==> src/hw/musr_defines.svh <==
// Register offsets, field positions and reset values of the upgrade
// status bank. Assumes a 16-bit management address space.
`ifndef MUSR_DEFINES_SVH
`define MUSR_DEFINES_SVH

// ==================================================================
// Offsets
`define MUSR_OFF_EXT_STATUS 16'hB050
`define MUSR_OFF_UPG_STATUS 16'hB051
`define MUSR_OFF_EXT_LATCH 16'hB054

// ==================================================================
// Field positions
`define MUSR_BIT_WR_READY 15
`define MUSR_BIT_CMD_ERR 14
`define MUSR_BIT_UPLOAD_AVAIL 8
`define MUSR_BIT_UPLOAD_DONE 7
`define MUSR_BIT_SVC_AFFECT 13
`define MUSR_BIT_RUNNING 12
`define MUSR_BIT_COMMITTED 7

// ==================================================================
// Reset values and command count
`define MUSR_RST_REG 16'h0000
`define MUSR_RST_REASON 7'h00
`define MUSR_NUM_CMDS 4'h9

`endif

==> src/hw/musr_pkg.sv <==
// Types shared by the upgrade status bank.
// Assumes the defines header is compiled alongside.
package musr_pkg;

    // ==============================================================
    // Command progress as reported to the host
    typedef enum logic [1:0]
    {
        MUSR_PROG_IDLE = 2'b00,
        MUSR_PROG_OK = 2'b01,
        MUSR_PROG_BUSY = 2'b10,
        MUSR_PROG_FAIL = 2'b11
    } musr_prog_t;

    // Image slot state
    typedef enum logic [1:0]
    {
        MUSR_SLOT_NONE = 2'b00,
        MUSR_SLOT_VALID = 2'b01,
        MUSR_SLOT_BAD = 2'b10,
        MUSR_SLOT_RSVD = 2'b11
    } musr_slot_t;

    // Host upgrade commands
    typedef enum logic [3:0]
    {
        MUSR_CMD_NOP = 4'h0,
        MUSR_CMD_DL_START = 4'h1,
        MUSR_CMD_DL_DONE = 4'h2,
        MUSR_CMD_RUN_A = 4'h3,
        MUSR_CMD_RUN_B = 4'h4,
        MUSR_CMD_ABORT = 4'h5,
        MUSR_CMD_COPY_AB = 4'h6,
        MUSR_CMD_COPY_BA = 4'h7,
        MUSR_CMD_COMMIT_A = 4'h8,
        MUSR_CMD_COMMIT_B = 4'h9
    } musr_cmd_t;

    // Command tracker states, codes left to the tool
    typedef enum
    {
        MUSR_ST_IDLE,
        MUSR_ST_BUSY
    } musr_state_t;

endpackage : musr_pkg

==> src/hw/musr_latch_if.sv <==
// Carrier between the status core and its latch copies.
// Assumes both ends share SYS_CLK.
interface musr_latch_if;
    logic [1:0] cond;
    logic clr;
    logic [1:0] held;

    modport core (output cond, output clr, input held);
    modport latch (input cond, input clr, output held);
endinterface : musr_latch_if

==> src/hw/musr_top.sv <==
// Status, upgrade status and latch registers of the management map.
// Assumes reads and core events arrive synchronous to SYS_CLK.
`include "musr_defines.svh"

module musr_top
(
    input wire logic SYS_CLK,
    input wire logic RST,
    input wire logic RD_STB,
    input wire logic [15:0] RD_ADDR,
    output logic [15:0] RD_DATA,
    output logic RD_VALID,
    input wire logic WR_PENDING,
    input wire logic CMD_STB,
    input wire logic [3:0] CMD_CODE,
    input wire logic ENGINE_DONE,
    input wire logic ENGINE_FAIL,
    input wire logic [6:0] FAIL_CODE,
    input wire logic SVC_AFFECT,
    input wire musr_pkg::musr_slot_t SLOT_A,
    input wire musr_pkg::musr_slot_t SLOT_B,
    input wire logic UPLOAD_AVAIL,
    input wire logic UPLOAD_DONE,
    input wire logic BLK_SET,
    input wire logic BLK_CONSUMED,
    output logic BLK_READY,
    output logic CMD_GO
);
    import musr_pkg::*;

    musr_latch_if lif ();

    // ==============================================================
    // Command tracker state
    musr_state_t state;
    musr_state_t next_state;
    musr_prog_t prog;
    musr_prog_t next_prog;
    musr_cmd_t cur_cmd;
    musr_cmd_t next_cur_cmd;
    logic [6:0] reason;
    logic [6:0] next_reason;
    logic cmd_err;
    logic next_cmd_err;
    logic running;
    logic next_running;
    logic committed;
    logic next_committed;
    logic wr_ready;
    logic next_wr_ready;
    logic go;
    logic next_go;
    logic blk;
    logic next_blk;

    // Host-side read port state
    logic [15:0] rd_data;
    logic [15:0] next_rd_data;
    logic rd_valid;
    logic next_rd_valid;

    // Codes above the last command or zero never start the engine
    function automatic logic cmd_known(input logic [3:0] c);
        cmd_known = (c != 4'h0) && (c <= `MUSR_NUM_CMDS);
    endfunction : cmd_known

    // ==============================================================
    // Command acceptance, progress and outcome
    always_comb
    begin
        next_state = state;
        next_prog = prog;
        next_cur_cmd = cur_cmd;
        next_reason = reason;
        next_cmd_err = cmd_err;
        next_running = running;
        next_committed = committed;
        next_go = 1'b0;
        case (state)
            MUSR_ST_IDLE:
            begin
                if (CMD_STB && cmd_known(CMD_CODE))
                begin
                    next_state = MUSR_ST_BUSY;
                    next_prog = MUSR_PROG_BUSY;
                    next_cur_cmd = musr_cmd_t'(CMD_CODE);
                    next_reason = `MUSR_RST_REASON;
                    next_cmd_err = 1'b0;
                    next_go = 1'b1;
                end
                else if (CMD_STB && CMD_CODE != 4'h0)
                begin
                    next_cmd_err = 1'b1;
                end
            end
            MUSR_ST_BUSY:
            begin
                // A new command while busy is refused, engine unaffected
                if (CMD_STB && CMD_CODE != 4'h0)
                begin
                    next_cmd_err = 1'b1;
                end
                // Failure is checked first: a done pulse alongside a failure has no effect
                if (ENGINE_FAIL)
                begin
                    next_state = MUSR_ST_IDLE;
                    next_prog = MUSR_PROG_FAIL;
                    next_reason = FAIL_CODE;
                end
                else if (ENGINE_DONE)
                begin
                    next_state = MUSR_ST_IDLE;
                    next_prog = MUSR_PROG_OK;
                    case (cur_cmd)
                        MUSR_CMD_RUN_A: next_running = 1'b0;
                        MUSR_CMD_RUN_B: next_running = 1'b1;
                        MUSR_CMD_COMMIT_A: next_committed = 1'b0;
                        MUSR_CMD_COMMIT_B: next_committed = 1'b1;
                        default: next_running = running;
                    endcase
                end
            end
            default:
            begin
                next_state = MUSR_ST_IDLE;
                next_prog = MUSR_PROG_IDLE;
            end
        endcase
    end

    always_ff @(posedge SYS_CLK)
    begin
        if (RST)
        begin
            state <= MUSR_ST_IDLE;
            prog <= MUSR_PROG_IDLE;
            cur_cmd <= MUSR_CMD_NOP;
            reason <= `MUSR_RST_REASON;
            cmd_err <= 1'b0;
            running <= 1'b0;
            committed <= 1'b0;
            go <= 1'b0;
        end
        else
        begin
            state <= next_state;
            prog <= next_prog;
            cur_cmd <= next_cur_cmd;
            reason <= next_reason;
            cmd_err <= next_cmd_err;
            running <= next_running;
            committed <= next_committed;
            go <= next_go;
        end
    end

    // ==============================================================
    // Write-ready flag and block handshake; host set beats the clear
    always_comb
    begin
        next_wr_ready = !WR_PENDING;
        next_blk = blk;
        if (BLK_CONSUMED)
        begin
            next_blk = 1'b0;
        end
        if (BLK_SET)
        begin
            next_blk = 1'b1;
        end
    end

    always_ff @(posedge SYS_CLK)
    begin
        if (RST)
        begin
            wr_ready <= 1'b0;
            blk <= 1'b0;
        end
        else
        begin
            wr_ready <= next_wr_ready;
            blk <= next_blk;
        end
    end

    // ==============================================================
    // Latch copies; a latch read clears those whose flag is no longer set
    assign lif.cond = {wr_ready, cmd_err};
    assign lif.clr = RD_STB && RD_ADDR == `MUSR_OFF_EXT_LATCH;

    musr_latch u_latch
    (
        .clk (SYS_CLK),
        .rst (RST),
        .lif (lif)
    );

    // ==============================================================
    // Read mux; unmapped addresses read zero, reserved bits zero
    always_comb
    begin
        next_rd_data = `MUSR_RST_REG;
        next_rd_valid = RD_STB;
        if (RD_STB)
        begin
            case (RD_ADDR)
                `MUSR_OFF_EXT_STATUS:
                begin
                    next_rd_data[`MUSR_BIT_WR_READY] = wr_ready;
                    next_rd_data[`MUSR_BIT_CMD_ERR] = cmd_err;
                    next_rd_data[`MUSR_BIT_UPLOAD_AVAIL] = UPLOAD_AVAIL;
                    next_rd_data[`MUSR_BIT_UPLOAD_DONE] = UPLOAD_DONE;
                end
                `MUSR_OFF_UPG_STATUS:
                begin
                    next_rd_data[15:14] = prog;
                    next_rd_data[`MUSR_BIT_SVC_AFFECT] = SVC_AFFECT;
                    next_rd_data[`MUSR_BIT_RUNNING] = running;
                    next_rd_data[11:10] = SLOT_A;
                    next_rd_data[9:8] = SLOT_B;
                    next_rd_data[`MUSR_BIT_COMMITTED] = committed;
                    next_rd_data[6:0] = reason;
                end
                `MUSR_OFF_EXT_LATCH:
                begin
                    next_rd_data[15:14] = lif.held;
                end
                default:
                begin
                    next_rd_data = `MUSR_RST_REG;
                end
            endcase
        end
    end

    always_ff @(posedge SYS_CLK)
    begin
        if (RST)
        begin
            rd_data <= `MUSR_RST_REG;
            rd_valid <= 1'b0;
        end
        else
        begin
            rd_data <= next_rd_data;
            rd_valid <= next_rd_valid;
        end
    end

    assign RD_DATA = rd_data;
    assign RD_VALID = rd_valid;
    assign BLK_READY = blk;
    assign CMD_GO = go;

    // ==============================================================
    // Checks
    AST_WR_READY: assert property (
        @(posedge SYS_CLK) disable iff (RST)
        (RD_STB && RD_ADDR == `MUSR_OFF_EXT_STATUS)
        |=> RD_DATA[15] == $past(wr_ready))
        else $error("write-ready bit mismatch");

    AST_CMD_ERR: assert property (
        @(posedge SYS_CLK) disable iff (RST)
        (CMD_STB && CMD_CODE > `MUSR_NUM_CMDS) |=> cmd_err)
        else $error("unknown command left no error");

    AST_PROG_BUSY: assert property (
        @(posedge SYS_CLK) disable iff (RST)
        (state == MUSR_ST_IDLE && CMD_STB && cmd_known(CMD_CODE))
        |=> prog == MUSR_PROG_BUSY && go ##1 !go)
        else $error("accepted command not shown in progress");

    AST_PROG_FAIL: assert property (
        @(posedge SYS_CLK) disable iff (RST)
        (state == MUSR_ST_BUSY && ENGINE_FAIL)
        |=> prog == MUSR_PROG_FAIL && reason == $past(FAIL_CODE))
        else $error("failure not reported with its reason");

    AST_SVC_SLOTS: assert property (
        @(posedge SYS_CLK) disable iff (RST)
        (RD_STB && RD_ADDR == `MUSR_OFF_UPG_STATUS)
        |=> RD_DATA[11:8] == {$past(SLOT_A), $past(SLOT_B)}
            && RD_DATA[13] == $past(SVC_AFFECT))
        else $error("slot or service bits mismatch");

    AST_LATCH_READ: assert property (
        @(posedge SYS_CLK) disable iff (RST)
        (lif.clr && !wr_ready && !cmd_err) |=> lif.held == 2'h0)
        else $error("latch not cleared by read");

    AST_BLK: assert property (
        @(posedge SYS_CLK) disable iff (RST)
        (BLK_CONSUMED && !BLK_SET) |=> !BLK_READY)
        else $error("block-ready not cleared");

endmodule : musr_top

==> src/hw/musr_latch.sv <==
// Sticky latch copies of the write-ready and command-error flags.
// Assumes clr is a one-cycle pulse from a host read.
module musr_latch
(
    input wire logic clk,
    input wire logic rst,
    musr_latch_if.latch lif
);
    import musr_pkg::*;

    logic [1:0] held;
    logic [1:0] next_held;

    // ==============================================================
    // Set wins over a read clear so no event is lost
    always_comb
    begin
        next_held = held;
        if (lif.clr)
        begin
            next_held = 2'h0;
        end
        next_held = next_held | lif.cond;
    end

    // Register only
    always_ff @(posedge clk)
    begin
        if (rst)
        begin
            held <= 2'h0;
        end
        else
        begin
            held <= next_held;
        end
    end

    assign lif.held = held;

    // A set bit stays set until a read clear
    AST_LATCH_HOLD: assert property (
        @(posedge clk) disable iff (rst)
        (held[1] && !lif.clr) |=> held[1])
        else $error("latch bit dropped without a read");

    // An asserted condition is latched next cycle even under a clear
    AST_LATCH_SET: assert property (
        @(posedge clk) disable iff (rst)
        lif.cond[0] |=> held[0])
        else $error("command error not latched");

endmodule : musr_latch

==> config.mk <==
export PLATFORM = sky130hd
export DESIGN_NAME = musr_top
export DESIGN_NICKNAME = d
export VERILOG_FILES = /design/src/hw/musr_pkg.sv /design/src/hw/musr_latch_if.sv /design/src/hw/musr_top.sv /design/src/hw/musr_latch.sv
export VERILOG_INCLUDE_DIRS = /design/src /design/src/hw
export SDC_FILE = /design/constraint.sdc
export NUM_CORES = 1
export LEC_CHECK = 0
export ABC_AREA = 1
export BUFFER_PORTS_ARGS = -buffer_cell sky130_fd_sc_hd__buf_4
export CAP_MARGIN = 5
export CORE_ASPECT_RATIO = 1.4
export CORE_MARGIN = 8
export CORE_UTILIZATION = 44
export CTS_CLUSTER_DIAMETER = 40
export CTS_CLUSTER_SIZE = 10
export DETAILED_ROUTE_END_ITERATION = 12
export HOLD_SLACK_MARGIN = 0.1
export PLACE_DENSITY = 0.76
export SYNTH_ARGS = -nofsm -noshare
export SYNTH_HDL_FRONTEND = slang
export SYNTH_HIERARCHICAL = 1
export SYNTH_SLANG_ARGS = --single-unit
==> constraint.sdc <==
create_clock -name SYS_CLK -period 1.4 [get_ports SYS_CLK]
set_input_delay 0.14 -clock SYS_CLK [delete_from_list [all_inputs] [get_ports SYS_CLK]]
set_output_delay 0.14 -clock SYS_CLK [all_outputs]
set_load 0.01 [all_outputs]
# After elaboration in Yosys (flattened, before gate mapping)
# Index checks and enable logic that the tools add are counted.
# classes
add_sub_neg	0
multipliers	0
div	0
n_lt_le_gt_ge	1
n_eq_ne	11
shift	0
mux	22
bitwise_logic	5
reduce_logical	19
# op_table
cell	n
32-bit 2-to-1 mux	3
32-bit case mux with 2 select lines	1
16-bit equality test, second input constant	3
32-bit by 1-bit equality test with 1-bit output, second input constant	1
32-bit zero test	1
7-bit 2-to-1 mux	2
7-bit case mux with 2 select lines	1
4-bit equality test, second input constant	2
2-bit 2-to-1 mux	4
2-bit case mux with 2 select lines	2
4-bit AND reduction	2
2-bit nonzero test	4
1-bit case mux with 2 select lines	3
2-bit case mux with 3 select lines	1
1-bit 2-to-1 mux	5
4-bit by 2-bit equality test with 1-bit output, second input constant	1
4-bit by 3-bit equality test with 1-bit output, second input constant	1
4-bit <= comparator, second input constant	1
1-bit logical AND	4
2-bit inequality test, second input constant	2
1-bit inverter	4
2-bit AND reduction	2
4-bit nonzero test	1
2-bit OR reduction	2
other kinds (5)	5
# word_totals
regBits	70
latchBits	0
ramBits	0
romBits	0
out_inout_bits	19
word_cells	72
mem_count	0

# Logic depth before layout (Yosys ltp)
# Gate-level depths: netlist (run 1).
# logic_depth
depth_word	5
mapped_depth	10

# By module
# Netlist (run 1), hierarchy kept.
# modules_own_cells
module	n_inst	cells_each	area_each_um2	seq_area_each_um2
musr_top	1	183	1457.6	740.7
musr_latch	1	9	68.8	40.0

# Worst setup path after synthesis (run 1)
# OpenSTA, ideal clock, no wires.
# synth_path
path_type	input to register
start	in RD_ADDR[15]
end	reg u_latch.held[0], in the netlist u_latch/lif.held[0]
setup_time_ps	116
arrival_time_ps	891
required_ps	1284
path_slack_ps	393
path_stages	7
n_path_buf	0
path_cell_list	inv_1 > nor3_4 > nand3_1 > nor2_1 > inv_1 > nand2_1 > a21oi_1
# synth_between
elab_chain_len	4
# synth_lines
element	line	source
start: declaration	musr_top.sv:10	input wire logic [15:0] RD_ADDR,
16-bit equality test	--	
1-bit logical AND (no source line)	--	
via lif.clr	musr_latch_if.sv:5	logic clr;
2-bit 2-to-1 mux	musr_latch.sv:19	if (lif.clr)
2-bit bitwise OR	musr_latch.sv:23	next_held = next_held | lif.cond;
end signal: assignment	musr_latch.sv:35	held <= next_held;
end: declaration	musr_latch.sv:11	logic [1:0] held;
# The timed path passes the listed nets, and every way through them passes these cells.
# A chain may end at the register's enable or synchronous reset.

# Final worst setup path (run 1)
# layout_path
start	reg state[0]
end	reg reason[4]
# layout_between
elab_chain_len	3
# layout_lines
element	line	source
start: declaration	musr_top.sv:35	musr_state_t state;
start signal: assignment	musr_top.sv:146	state <= next_state;
32-bit by 1-bit equality test with 1-bit output / 32-bit zero test (equally long branches)	musr_top.sv:79	case (state)
2-bit inequality test (no source line) / 2-bit nonzero test (equally long branches)	--	
3-bit AND reduction (no source line)	--	
end signal: assignment	musr_top.sv:138	reason <= `MUSR_RST_REASON;
end signal: assignment	musr_top.sv:149	reason <= next_reason;
end: declaration	musr_top.sv:41	logic [6:0] reason;
# Parallel ways exist; a longest one is shown, timed or not.

==> impl_results.md, run 1 <==
- Clock tree buffer depth: 2
- Final critical path time including I/O delays and setup: 1280 ps
- Maximum capacitance violations: 0
- Top Ports: 62
- Cell count of the worst hold path: 3
- Fraction of power consumed by sequential logic: 54.0%
- Number of vias in the routed layout: 1430
- Switching power summed over all nets: 0.489 mW
- Type of the tightest min-delay check: in2reg
- Post-Synthesis Net Count: 235
- Max Freq: roughly 780 MHz
- Cell family contributing the most delay on the critical path: simple AND/OR/NAND/NOR gates
- Clock share of power: 34.3%
- Vias per cell: 4.63
- Total gr overflow: 0
- DR WL/cell: 11.7 µm
- Overall routed net length: around 3600 µm
- Fin. max-slew vios: 0
- Crit path cell chain: inv_1 > nand4_1 > buf_2 > nand3_1 > a21oi_1
- Clock root buffer master: clkbuf_8
- Transition at the pin with the smallest max-transition slack: 400 ps
- DRC: 0
- Weighted congestion at the end of routability-driven global placement: 0.835
- Cell leakage power: 1.06 nW
- Combinational share of power: 11.7%
- Slew headroom: approximately three quarters
- Die Area: 5640 µm²
- Clock-pin slew on the worst setup and hold paths: 70 ps
- Final setup fails: 0
- TritonCTS sink count: 39
- DRT Pass-1 Iters: 4
- Vias in the first global route: between 1000 and 1500
- Total internal power: between 1.5 and 2 mW
- IR Drop Worst-Case VDD: 740 µV
- Number of cells traversed by the worst register-to-register path: 5
- Flop and latch count out of synthesis: 39
- Result of the run: complete, no violations
- Hold violation total from the final report: 0
- Iter 0 DRT Violations: 36
- Number of standard-cell rows in the floorplan: 25
- Total Power Consumption: between 2 and 2.5 mW
- Post-layout nets: 312
- Part of the cycle the worst path needs: approximately 90%
- Post-detailed-route count of antenna-violating nets: 0
- Worst endpoint data arrival time: 1450 ps
- Fraction of final layout cells sized beyond drive strength 1: 33.1%
- Slowest stage delay, CP: 330 ps
- Worst-Skew Late Latency: 280 ps
- Worst r2r dst: reason[4]
- Number of distinct library cell variants in the gate-level netlist after synthesis: 21
- Number of antenna cells inserted: 0
- Largest fanout on the critical path: 7
- Clock tree from TritonCTS: built
- Gate count after technology mapping: between 150 and 200
- Launching element type of the critical path: flop
- Syn avg cell area: 7.95 µm²
- Number of antenna violations at the first check in global routing: 0
- Crit. End Element: flop
- Effective utilization at floorplan: 45.6%
- Detailed placement HPWL: between 2000 and 3000 µm
- Number of levels the H-tree was split into: 2
- R2r setup slk: 120 ps
- Filler cell count: 288
- Clock skew after layout: a little under 7 ps
- All-Layer GR Usage: 13.1%
- Floorplan die width: between 60 and 70 µm
- Number of warnings issued by yosys: 6
- Cell area after synthesis: 1530 µm²
- Required time at the endpoint of the critical path: 1570 ps
- Destination of the worst hold path: reason[0]
- Unrepaired setup endpoints after global routing: false
- # port buffers: 61
- Power density normalized to cell area: 963 nW/µm²
- Setup TNS: 0 ps
- Portion of the post-synthesis area used by sequential elements: between 50% and 60%
- Die extent in y: ~86 µm
- Hold Startpoint: FAIL_CODE[0]
- Class of the most critical setup path: reg2reg
- Net switching fraction of the power: 22.7%
- Buf/Inv on CP: 2
- Area Growth Syn to Fin: 46.6%
- Maximum number of pins on one net before global-route repair: 17
- Critical R2R Launch: state[0]
- Slowest-stage cell, CP: dfxtp_1
- First-pass GRT wire length: 5950 µm
- TritonCTS buffer count: 5
- Area of the placeable core: between 3000 and 4000 µm²
## timing repair
item / CTS / global route
resized for setup: 0 / 7
hold endpoints to repair: 10 / 0
setup buffers: 0 / 0
hold buffers: 10 / 0
endpoints found under the setup margin: 0 / 14
## kinds of logic after synthesis
group | Yosys count | synth area share (%)
AND/OR/NAND/NOR | 88 | 29.6
flip-flops | 39 | 51.1
AO/OA/AOI/OAI | 25 | 8.85
buffers and inverters | 40 | 10.4
## state kept, by name, indices dropped and copies added, names as in the netlist
register / flops
state: 1
RD_VALID: 1
cur_cmd: 4
BLK_READY: 1
RD_DATA: 16
reason: 7
running: 1
CMD_GO: 1
u_latch/lif.held: 2
cmd_err: 1
committed: 1
wr_ready: 1
prog: 2
## cell usage in the layout, fill, tap and decap left out
cell            Yosys  final
o21ai_0             7      7
dlymetal6s4s_1      0      1
o311a_1             1      1
clkbuf_8            0      6
buf_4               0     61
o211ai_1            1      1
nand4_4             1      1
nand2_1            32     31
nor2_2             11     11
nand3_1            15     15
nor3_4              1      1
dlygate4sd3_1       0      9
clkinv_2            0      1
dfxtp_1            39     39
buf_6               1      1
o22ai_1             2      2
buf_2               1      1
a21oi_1            14     14
nor2_4              2      4
nand2_2             0      1
nand4_1             8      8
nor3_1              1      1
or2_1               1      1
nor2_1             15     13
inv_1              37     37
nand3_2             1      1
## metal layers
metal	share of wire (%)	track usage (%)	up-vias
li1	-	-	758
met1	36	12.1	633
met2	55	24.1	33
met3	7.3	5.22	6
met4	1.5	5.78	0
met5	0	0	-
## tightest hold or removal path, stage by stage
cell	delay (ps)
buf_4	110
nand2_1	50
a21oi_1	50
## cells in the mapped netlist
cell type	number	area share, %
nor2_1	15	3.7
buf_6	1	0.74
nor3_1	1	0.33
nor3_4	1	1.1
clkbuf_1	1	0.25
nor2_4	2	1.5
buf_2	1	0.33
dfxtp_1	39	51
a21oi_1	14	4.6
nand3_2	1	0.66
o211ai_1	1	0.49
nand4_4	1	1.4
o21ai_0	7	2.3
nand2_1	32	7.9
nor2_2	11	4.5
o22ai_1	2	0.82
nand4_1	8	3.3
o311a_1	1	0.66
inv_1	37	9.1
or2_1	1	0.41
nand3_1	15	4.9
## through the flow
| step | cells | util (%) | setup WS (ps) | cell area, µm² | hold WS [ps] |
|---|---|---|---|---|---|
| final | 309 | 66.9 | 124 | 2240 | 112 |
| after global routing | 309 | 66.9 | 30.4 | 2240 | 111 |
| after CTS | 309 | 66.2 | 19.9 | 2220 | 105 |
| after detailed placement | 292 | 60.6 | 113 | 2030 | 304 |
| after global placement | 292 | 60.6 | 184 | 2030 | 300 |
| after floorplan | 192 | - | 393 | 1530 | 207 |
## power groups by stage
stage	combinational (mW)	clock, mW	sequential [mW]
floorplan	0.0942	0	1.19
global placement	0.216	0	1.19
detailed placement	0.220	0	1.19
CTS	0.243	0.758	1.16
global route	0.280	0.813	1.17
finish	0.252	0.740	1.16
## layout make-up
type                       count  area [µm²]  area share [%]
clock buffer                   6        82.6            3.69
inverter                      37         139            6.20
tap                           40        50.0            2.24
timing repair buffer          73         577            25.8
sequential                    39         781            34.9
clock inverter                 1        5.00           0.224
multi-input combinational    113         604            27.0
## worst max-delay path by stage
stage	startpoint	endpoint	cells after the start
after floorplan	RD_ADDR[15]	u_latch/lif.held[0]	7
after global placement	RD_ADDR[2]	RD_DATA[5]	6
after detailed placement	RD_ADDR[9]	RD_DATA[5]	7
after CTS	CMD_CODE[0]	reason[6]	8
after global routing	state[0]	reason[4]	5
final	state[0]	reason[4]	5
Note: power is estimated with default switching activity, not from simulation.
==> run 2, diff against run 1 <==
Settings changed: CORE_ASPECT_RATIO 1.4 to 2.
==> run 2 against run 1 <==
- register-to-register slack better by 120 ps
- die area rose by 1.6%
- cell count is 0.32% lower
- highest routed layer unchanged
==> impl_results.md, run 2 (same netlist as run 1, synthesis figures left out) <==
- IR Drop Worst-Case VDD: roughly 850 µV
- Maximum capacitance violations: 0
- Final cell count without fillers: 308
- Worst-Skew Late Latency: around 290 ps
- Fin. max-slew vios: 0
- Final critical path time including I/O delays and setup: between 1000 and 1500 ps
- TritonCTS buffer count: 5
- Number of levels the H-tree was split into: 2
- Switching power summed over all nets: around 0.53 mW
- Setup TNS: 0 ps
- Part of the cycle the worst path needs: 93.8%
- Weighted congestion at the end of routability-driven global placement: approximately 0.78
- Total internal power: 1.82 mW
- Iter 0 DRT Violations: 34
- Highest-count cells in the layout ignoring fill and taps: buf_4, dfxtp_1, inv_1
- Number of vias in the routed layout: 1456
- Max Freq: 761 MHz
- Post-detailed-route count of antenna-violating nets: 0
- Class of the most critical setup path: in2reg
- Post-layout nets: around 320
- Clock-pin slew on the worst setup and hold paths: 80 ps
- Die extent in y: 99.3 µm
- Total gr overflow: 0
- DRC: 0
- Launching element type of the critical path: input port
- Floorplan die width: between 50 and 60 µm
- DRT Pass-1 Iters: 4
- Power density normalized to cell area: slightly above 1000 nW/µm²
- Worst endpoint data arrival time: 1500 ps
- Number of antenna cells inserted: 0
- Hold Startpoint: FAIL_CODE[3]
- First-pass GRT wire length: between 6000 and 7000 µm
- Overall routed net length: roughly 3700 µm
- Clock root buffer master: clkbuf_8
- Clock tree from TritonCTS: built
- Final setup fails: 0
- Vias per cell: around 4.7
- Number of cells traversed by the worst register-to-register path: 6
- Number of antenna violations at the first check in global routing: 0
- TritonCTS sink count: 39
- Transition at the pin with the smallest max-transition slack: approximately 300 ps
- Maximum number of pins on one net before global-route repair: 17
- Combinational share of power: 11.1%
- Effective utilization at floorplan: between 40 and 50%
- Fraction of power consumed by sequential logic: 49.5%
- Net switching fraction of the power: between 20% and 30%
- Flip-flop count of the largest register after layout: 16
- Clock share of power: 39.4%
- Hold violation total from the final report: 0
- Required time at the endpoint of the critical path: 1590 ps
- Area Growth Syn to Fin: 50.2%
- Result of the run: complete, no violations
- Number of standard-cell rows in the floorplan: 30
- Vias in the first global route: 1465
- Critical R2R Launch: state[0]
- Number of placed instances with taps included: 286
- Unrepaired setup endpoints after global routing: false
- Crit. End Element: flop
- Detailed placement HPWL: 2840 µm
- Fraction of final layout cells sized beyond drive strength 1: roughly 33%
- Slew headroom: 80.0%
- Type of the tightest min-delay check: in2reg
- Largest fanout on the critical path: 4
- Leading cell type in the layout, fill and taps excluded: buf_4
- All-Layer GR Usage: a little over an eighth
- Cell count of the worst hold path: 3
- Area of the placeable core: 3340 µm²
- Clock tree buffer depth: 2
- Die Area: between 5000 and 6000 µm²
- DR WL/cell: 12.2 µm
- Top Ports: 62
- Cell leakage power: around 1.1 nW
- # port buffers: 61
- Clock skew after layout: 2.40 ps
- Worst Setup SP: CMD_CODE[3]
## run 2: changes by cell type in the layout (fill, tap and decap cells not counted)
cell	change
o21ai_1	+3
nand2_1	+1
o21ai_0	-3
dlygate4sd3_1	+5
buf_4	+3
nor2_1	+1
nand2_2	-1
dlymetal6s4s_1	-1
nor2_4	-2
clkinv_4	+1
buf_2	-1
bufinv_16	+1
clkbuf_8	-1
nor2_2	+1
## run 2: metal layers
layer | vias to the layer above | track usage, % | share of wire [%]
met1 | 634 | 10.8 | 35
met3 | 8 | 5.17 | 7.1
li1 | 773 | - | -
met5 | - | 0 | 0
met2 | 41 | 25.5 | 55
met4 | 0 | 8.56 | 2.9
## run 2: repair_timing
item | 4_1_cts | 5_1_grt
endpoints found under the hold margin | 13 | 1
endpoints found under the setup margin | 0 | 13
hold buffers | 13 | 1
gates resized for setup | 0 | 5
setup buffers | 0 | 2
## run 2: power groups by stage
stage | Combinational [mW] | Sequential [mW] | Clock [mW]
floorplan | 0.0942 | 1.19 | 0
global route | 0.288 | 1.16 | 0.979
finish | 0.261 | 1.16 | 0.925
detailed placement | 0.223 | 1.19 | 0
global placement | 0.220 | 1.19 | 0
CTS | 0.253 | 1.16 | 0.948
## run 2: critical path: stages
cell	delay, ps
dlygate4sd3_1	570
nor2_1	70
nand2_1	80
nand4_1	210
buf_4	210
buf_4	120
o211ai_1	60
inv_1	50
## run 2: stage by stage
stage               hold WS, ps  utilization [%]  area [µm²]  power (mW)  setup slack [ps]
finish                      110             68.7        2290        2.35              86.6
global route                111             68.7        2290        2.43              4.94
global placement            290             60.9        2030        1.41               177
detailed placement          293             60.9        2030        1.41               160
floorplan                   207                -        1530        1.28               393
CTS                         100             68.2        2280        2.36              50.4
## run 2: cell type report
type | instances | area, µm²
Fill cell | 302 | 1050
Sequential cell | 39 | 781
Timing Repair Buffer | 79 | 632
Multi-Input combinational cell | 113 | 589
Inverter | 37 | 139
Clock buffer | 5 | 68.8
Clock inverter | 3 | 43.8
Tap cell | 32 | 40.0
## run 2: path summary, 6_finish.rpt
path                              endpoint  slack, ps
worst min register to register  RD_DATA[5]        430
worst max-delay path               prog[0]         90
worst max register to register     prog[0]        240
worst min-delay path             reason[3]        110
==> run 3, diff against run 2 <==
Settings changed: REMOVE_ABC_BUFFERS from default to 1.
==> run 3 against run 2 <==
- wire length increased by 4.6%
- count of clock-buffer cells in the layout increased by 2
- sequential cell count unchanged
- combinational power increased by 5%
- via count increased by 1.6%
- fmax decreased by 2.0%
- worst setup slack got worse by 27 ps
- design area increased by 0.71%
- utilization increased by 0.49 points
- register-to-register slack improved by 30 ps
- clock skew increased by 9.0 ps
- critical path type unchanged
==> impl_results.md, run 3 (same netlist as run 1, synthesis figures left out) <==
- Power density normalized to cell area: 967 nW/µm²
- All-Layer GR Usage: 13.4%
- Crit. End Element: flop
- Worst endpoint data arrival time: approximately 1500 ps
- Slowest-stage cell, CP: dlygate4sd3_1
- Buf/Inv on CP: 4
- Effective utilization at floorplan: around 46%
- Crit path cell chain: dlygate4sd3_1 > buf_4 > nor2_4 > nand2_2 > nand4_1 > buf_6 > buf_6 > nand2_1 > o21ai_1 > nor2_1
- Top Ports: a little over 60
- Total Power Consumption: 2.23 mW
- # port buffers: 61
- Number of standard-cell rows in the floorplan: 30
- DR WL/cell: 12.7 µm
- TritonCTS buffer count: 5
- Floorplan die width: 57.7 µm
- Class of the most critical setup path: in2reg
- Post-detailed-route count of antenna-violating nets: 0
- Die Area: 5720 µm²
- Final critical path time including I/O delays and setup: 1340 ps
- Highest-count cells in the layout ignoring fill and taps: buf_4, dfxtp_1, inv_1
- Placed inst area: 2030 µm²
- First-pass GRT wire length: 6090 µm
- Flip-flop count of the largest register after layout: 16
- Die extent in y: approximately 99 µm
- TritonCTS sink count: 39
- DRT Pass-1 Iters: 4
- Slew headroom: between 70% and 80%
- IR Drop Worst-Case VDD: 974 µV
- Maximum number of pins on one net before global-route repair: 17
- Clock tree from TritonCTS: built
- Result of the run: complete, no violations
- Area Growth Syn to Fin: 51.3%
- Iter 0 DRT Violations: 15
- Required time at the endpoint of the critical path: between 1500 and 2000 ps
- Weighted congestion at the end of routability-driven global placement: 0.842
- Type of the tightest min-delay check: in2reg
- Number of antenna violations at the first check in global routing: 0
- Fraction of final layout cells sized beyond drive strength 1: 33.3%
- Fin. max-slew vios: 0
- Final setup fails: 0
- Most used cell, CP: buf_6
- Launching element type of the critical path: input port
- Clock skew after layout: 11.4 ps
- Part of the cycle the worst path needs: 95.8%
- Final cell area excluding filler cells: between 2000 and 2500 µm²
- Clock-pin slew on the worst setup and hold paths: 80 ps
- Slowest stage delay, CP: 530 ps
- Number of levels the H-tree was split into: 2
- Worst-Skew Late Latency: 290 ps
- Cell family contributing the most delay on the critical path: buffers and inverters
- Max Freq: 746 MHz
- Largest fanout on the critical path: 6
- Share of the core filled with cells in the final layout: 69.1%
- Vias in the first global route: 1464
- Clock root buffer master: clkbuf_8
- Number of antenna cells inserted: 0
- Leading cell type in the layout, fill and taps excluded: buf_4
- Area of the placeable core: 3340 µm²
- Maximum capacitance violations: 0
- Vias per cell: roughly 4.8
- Overall routed net length: 3920 µm
- Transition at the pin with the smallest max-transition slack: 407 ps
- Total gr overflow: 0
- Hold violation total from the final report: 0
- Worst setup timing slack at the placement stage: between 150 and 200 ps
- Final Worst Setup Slack: 59.1 ps
- Cell leakage power: around 1.1 nW
- Clock tree buffer depth: 2
- Post-layout nets: 318
- Detailed placement HPWL: 2960 µm
- Number of vias in the routed layout: 1479
- DRC: 0
==> run 3: tightest hold or removal path, cell delays in order <==
cell and delay [ps]:
buf_4 90, a21oi_1 50, nor2_1 80
==> run 3: cell type report <==
class	instances	area (µm²)
timing repair buffer	79	648
sequential	39	781
inverter	37	139
multi-input combinational	113	607
tap	32	40.0
fill	281	1030
clock buffer	7	86.3
clock inverter	1	8.76
==> run 3: routing by layer <==
layer	track usage (%)	wire [µm]	vias up
li1	-	-	774
met1	10.8	1330	663
met2	25.9	2290	37
met3	5.69	251	5
met4	6.84	55	0
met5	0	0	-
==> run 3: path summary, 6_finish.rpt <==
check	startpoint	endpoint	slack, ps	cells after the start
max	CMD_CODE[2]	prog[1]	60	10
min	CMD_STB	cmd_err	110	3
max reg2reg	state[0]	reason[2]	270	4
min reg2reg	reason[5]	RD_DATA[5]	440	2
==> run 3: timing repair <==
action,CTS,global route
resized for setup,0,12
endpoints found under the hold margin,14,0
endpoints found under the setup margin,0,13
hold buffers,14,0
buffers inserted,0,3
==> run 3: stage by stage <==
stage               setup TNS [ps]  std cells  hold slack, ps
global placement                 0        284             292
finish                           0        308             108
floorplan                        0        189             207
global route                 -23.9        308             116
detailed placement               0        284             293
CTS                              0        306             101
==> run 3: power by group <==
group / leakage (nW) / switching [mW] / internal, mW / total [mW]
clock network: 0.0484 / 0.393 / 0.403 / 0.796
registers: 0.317 / 0.0197 / 1.14 / 1.16
logic: 0.719 / 0.122 / 0.152 / 0.275
total: 1.08 / 0.535 / 1.70 / 2.23
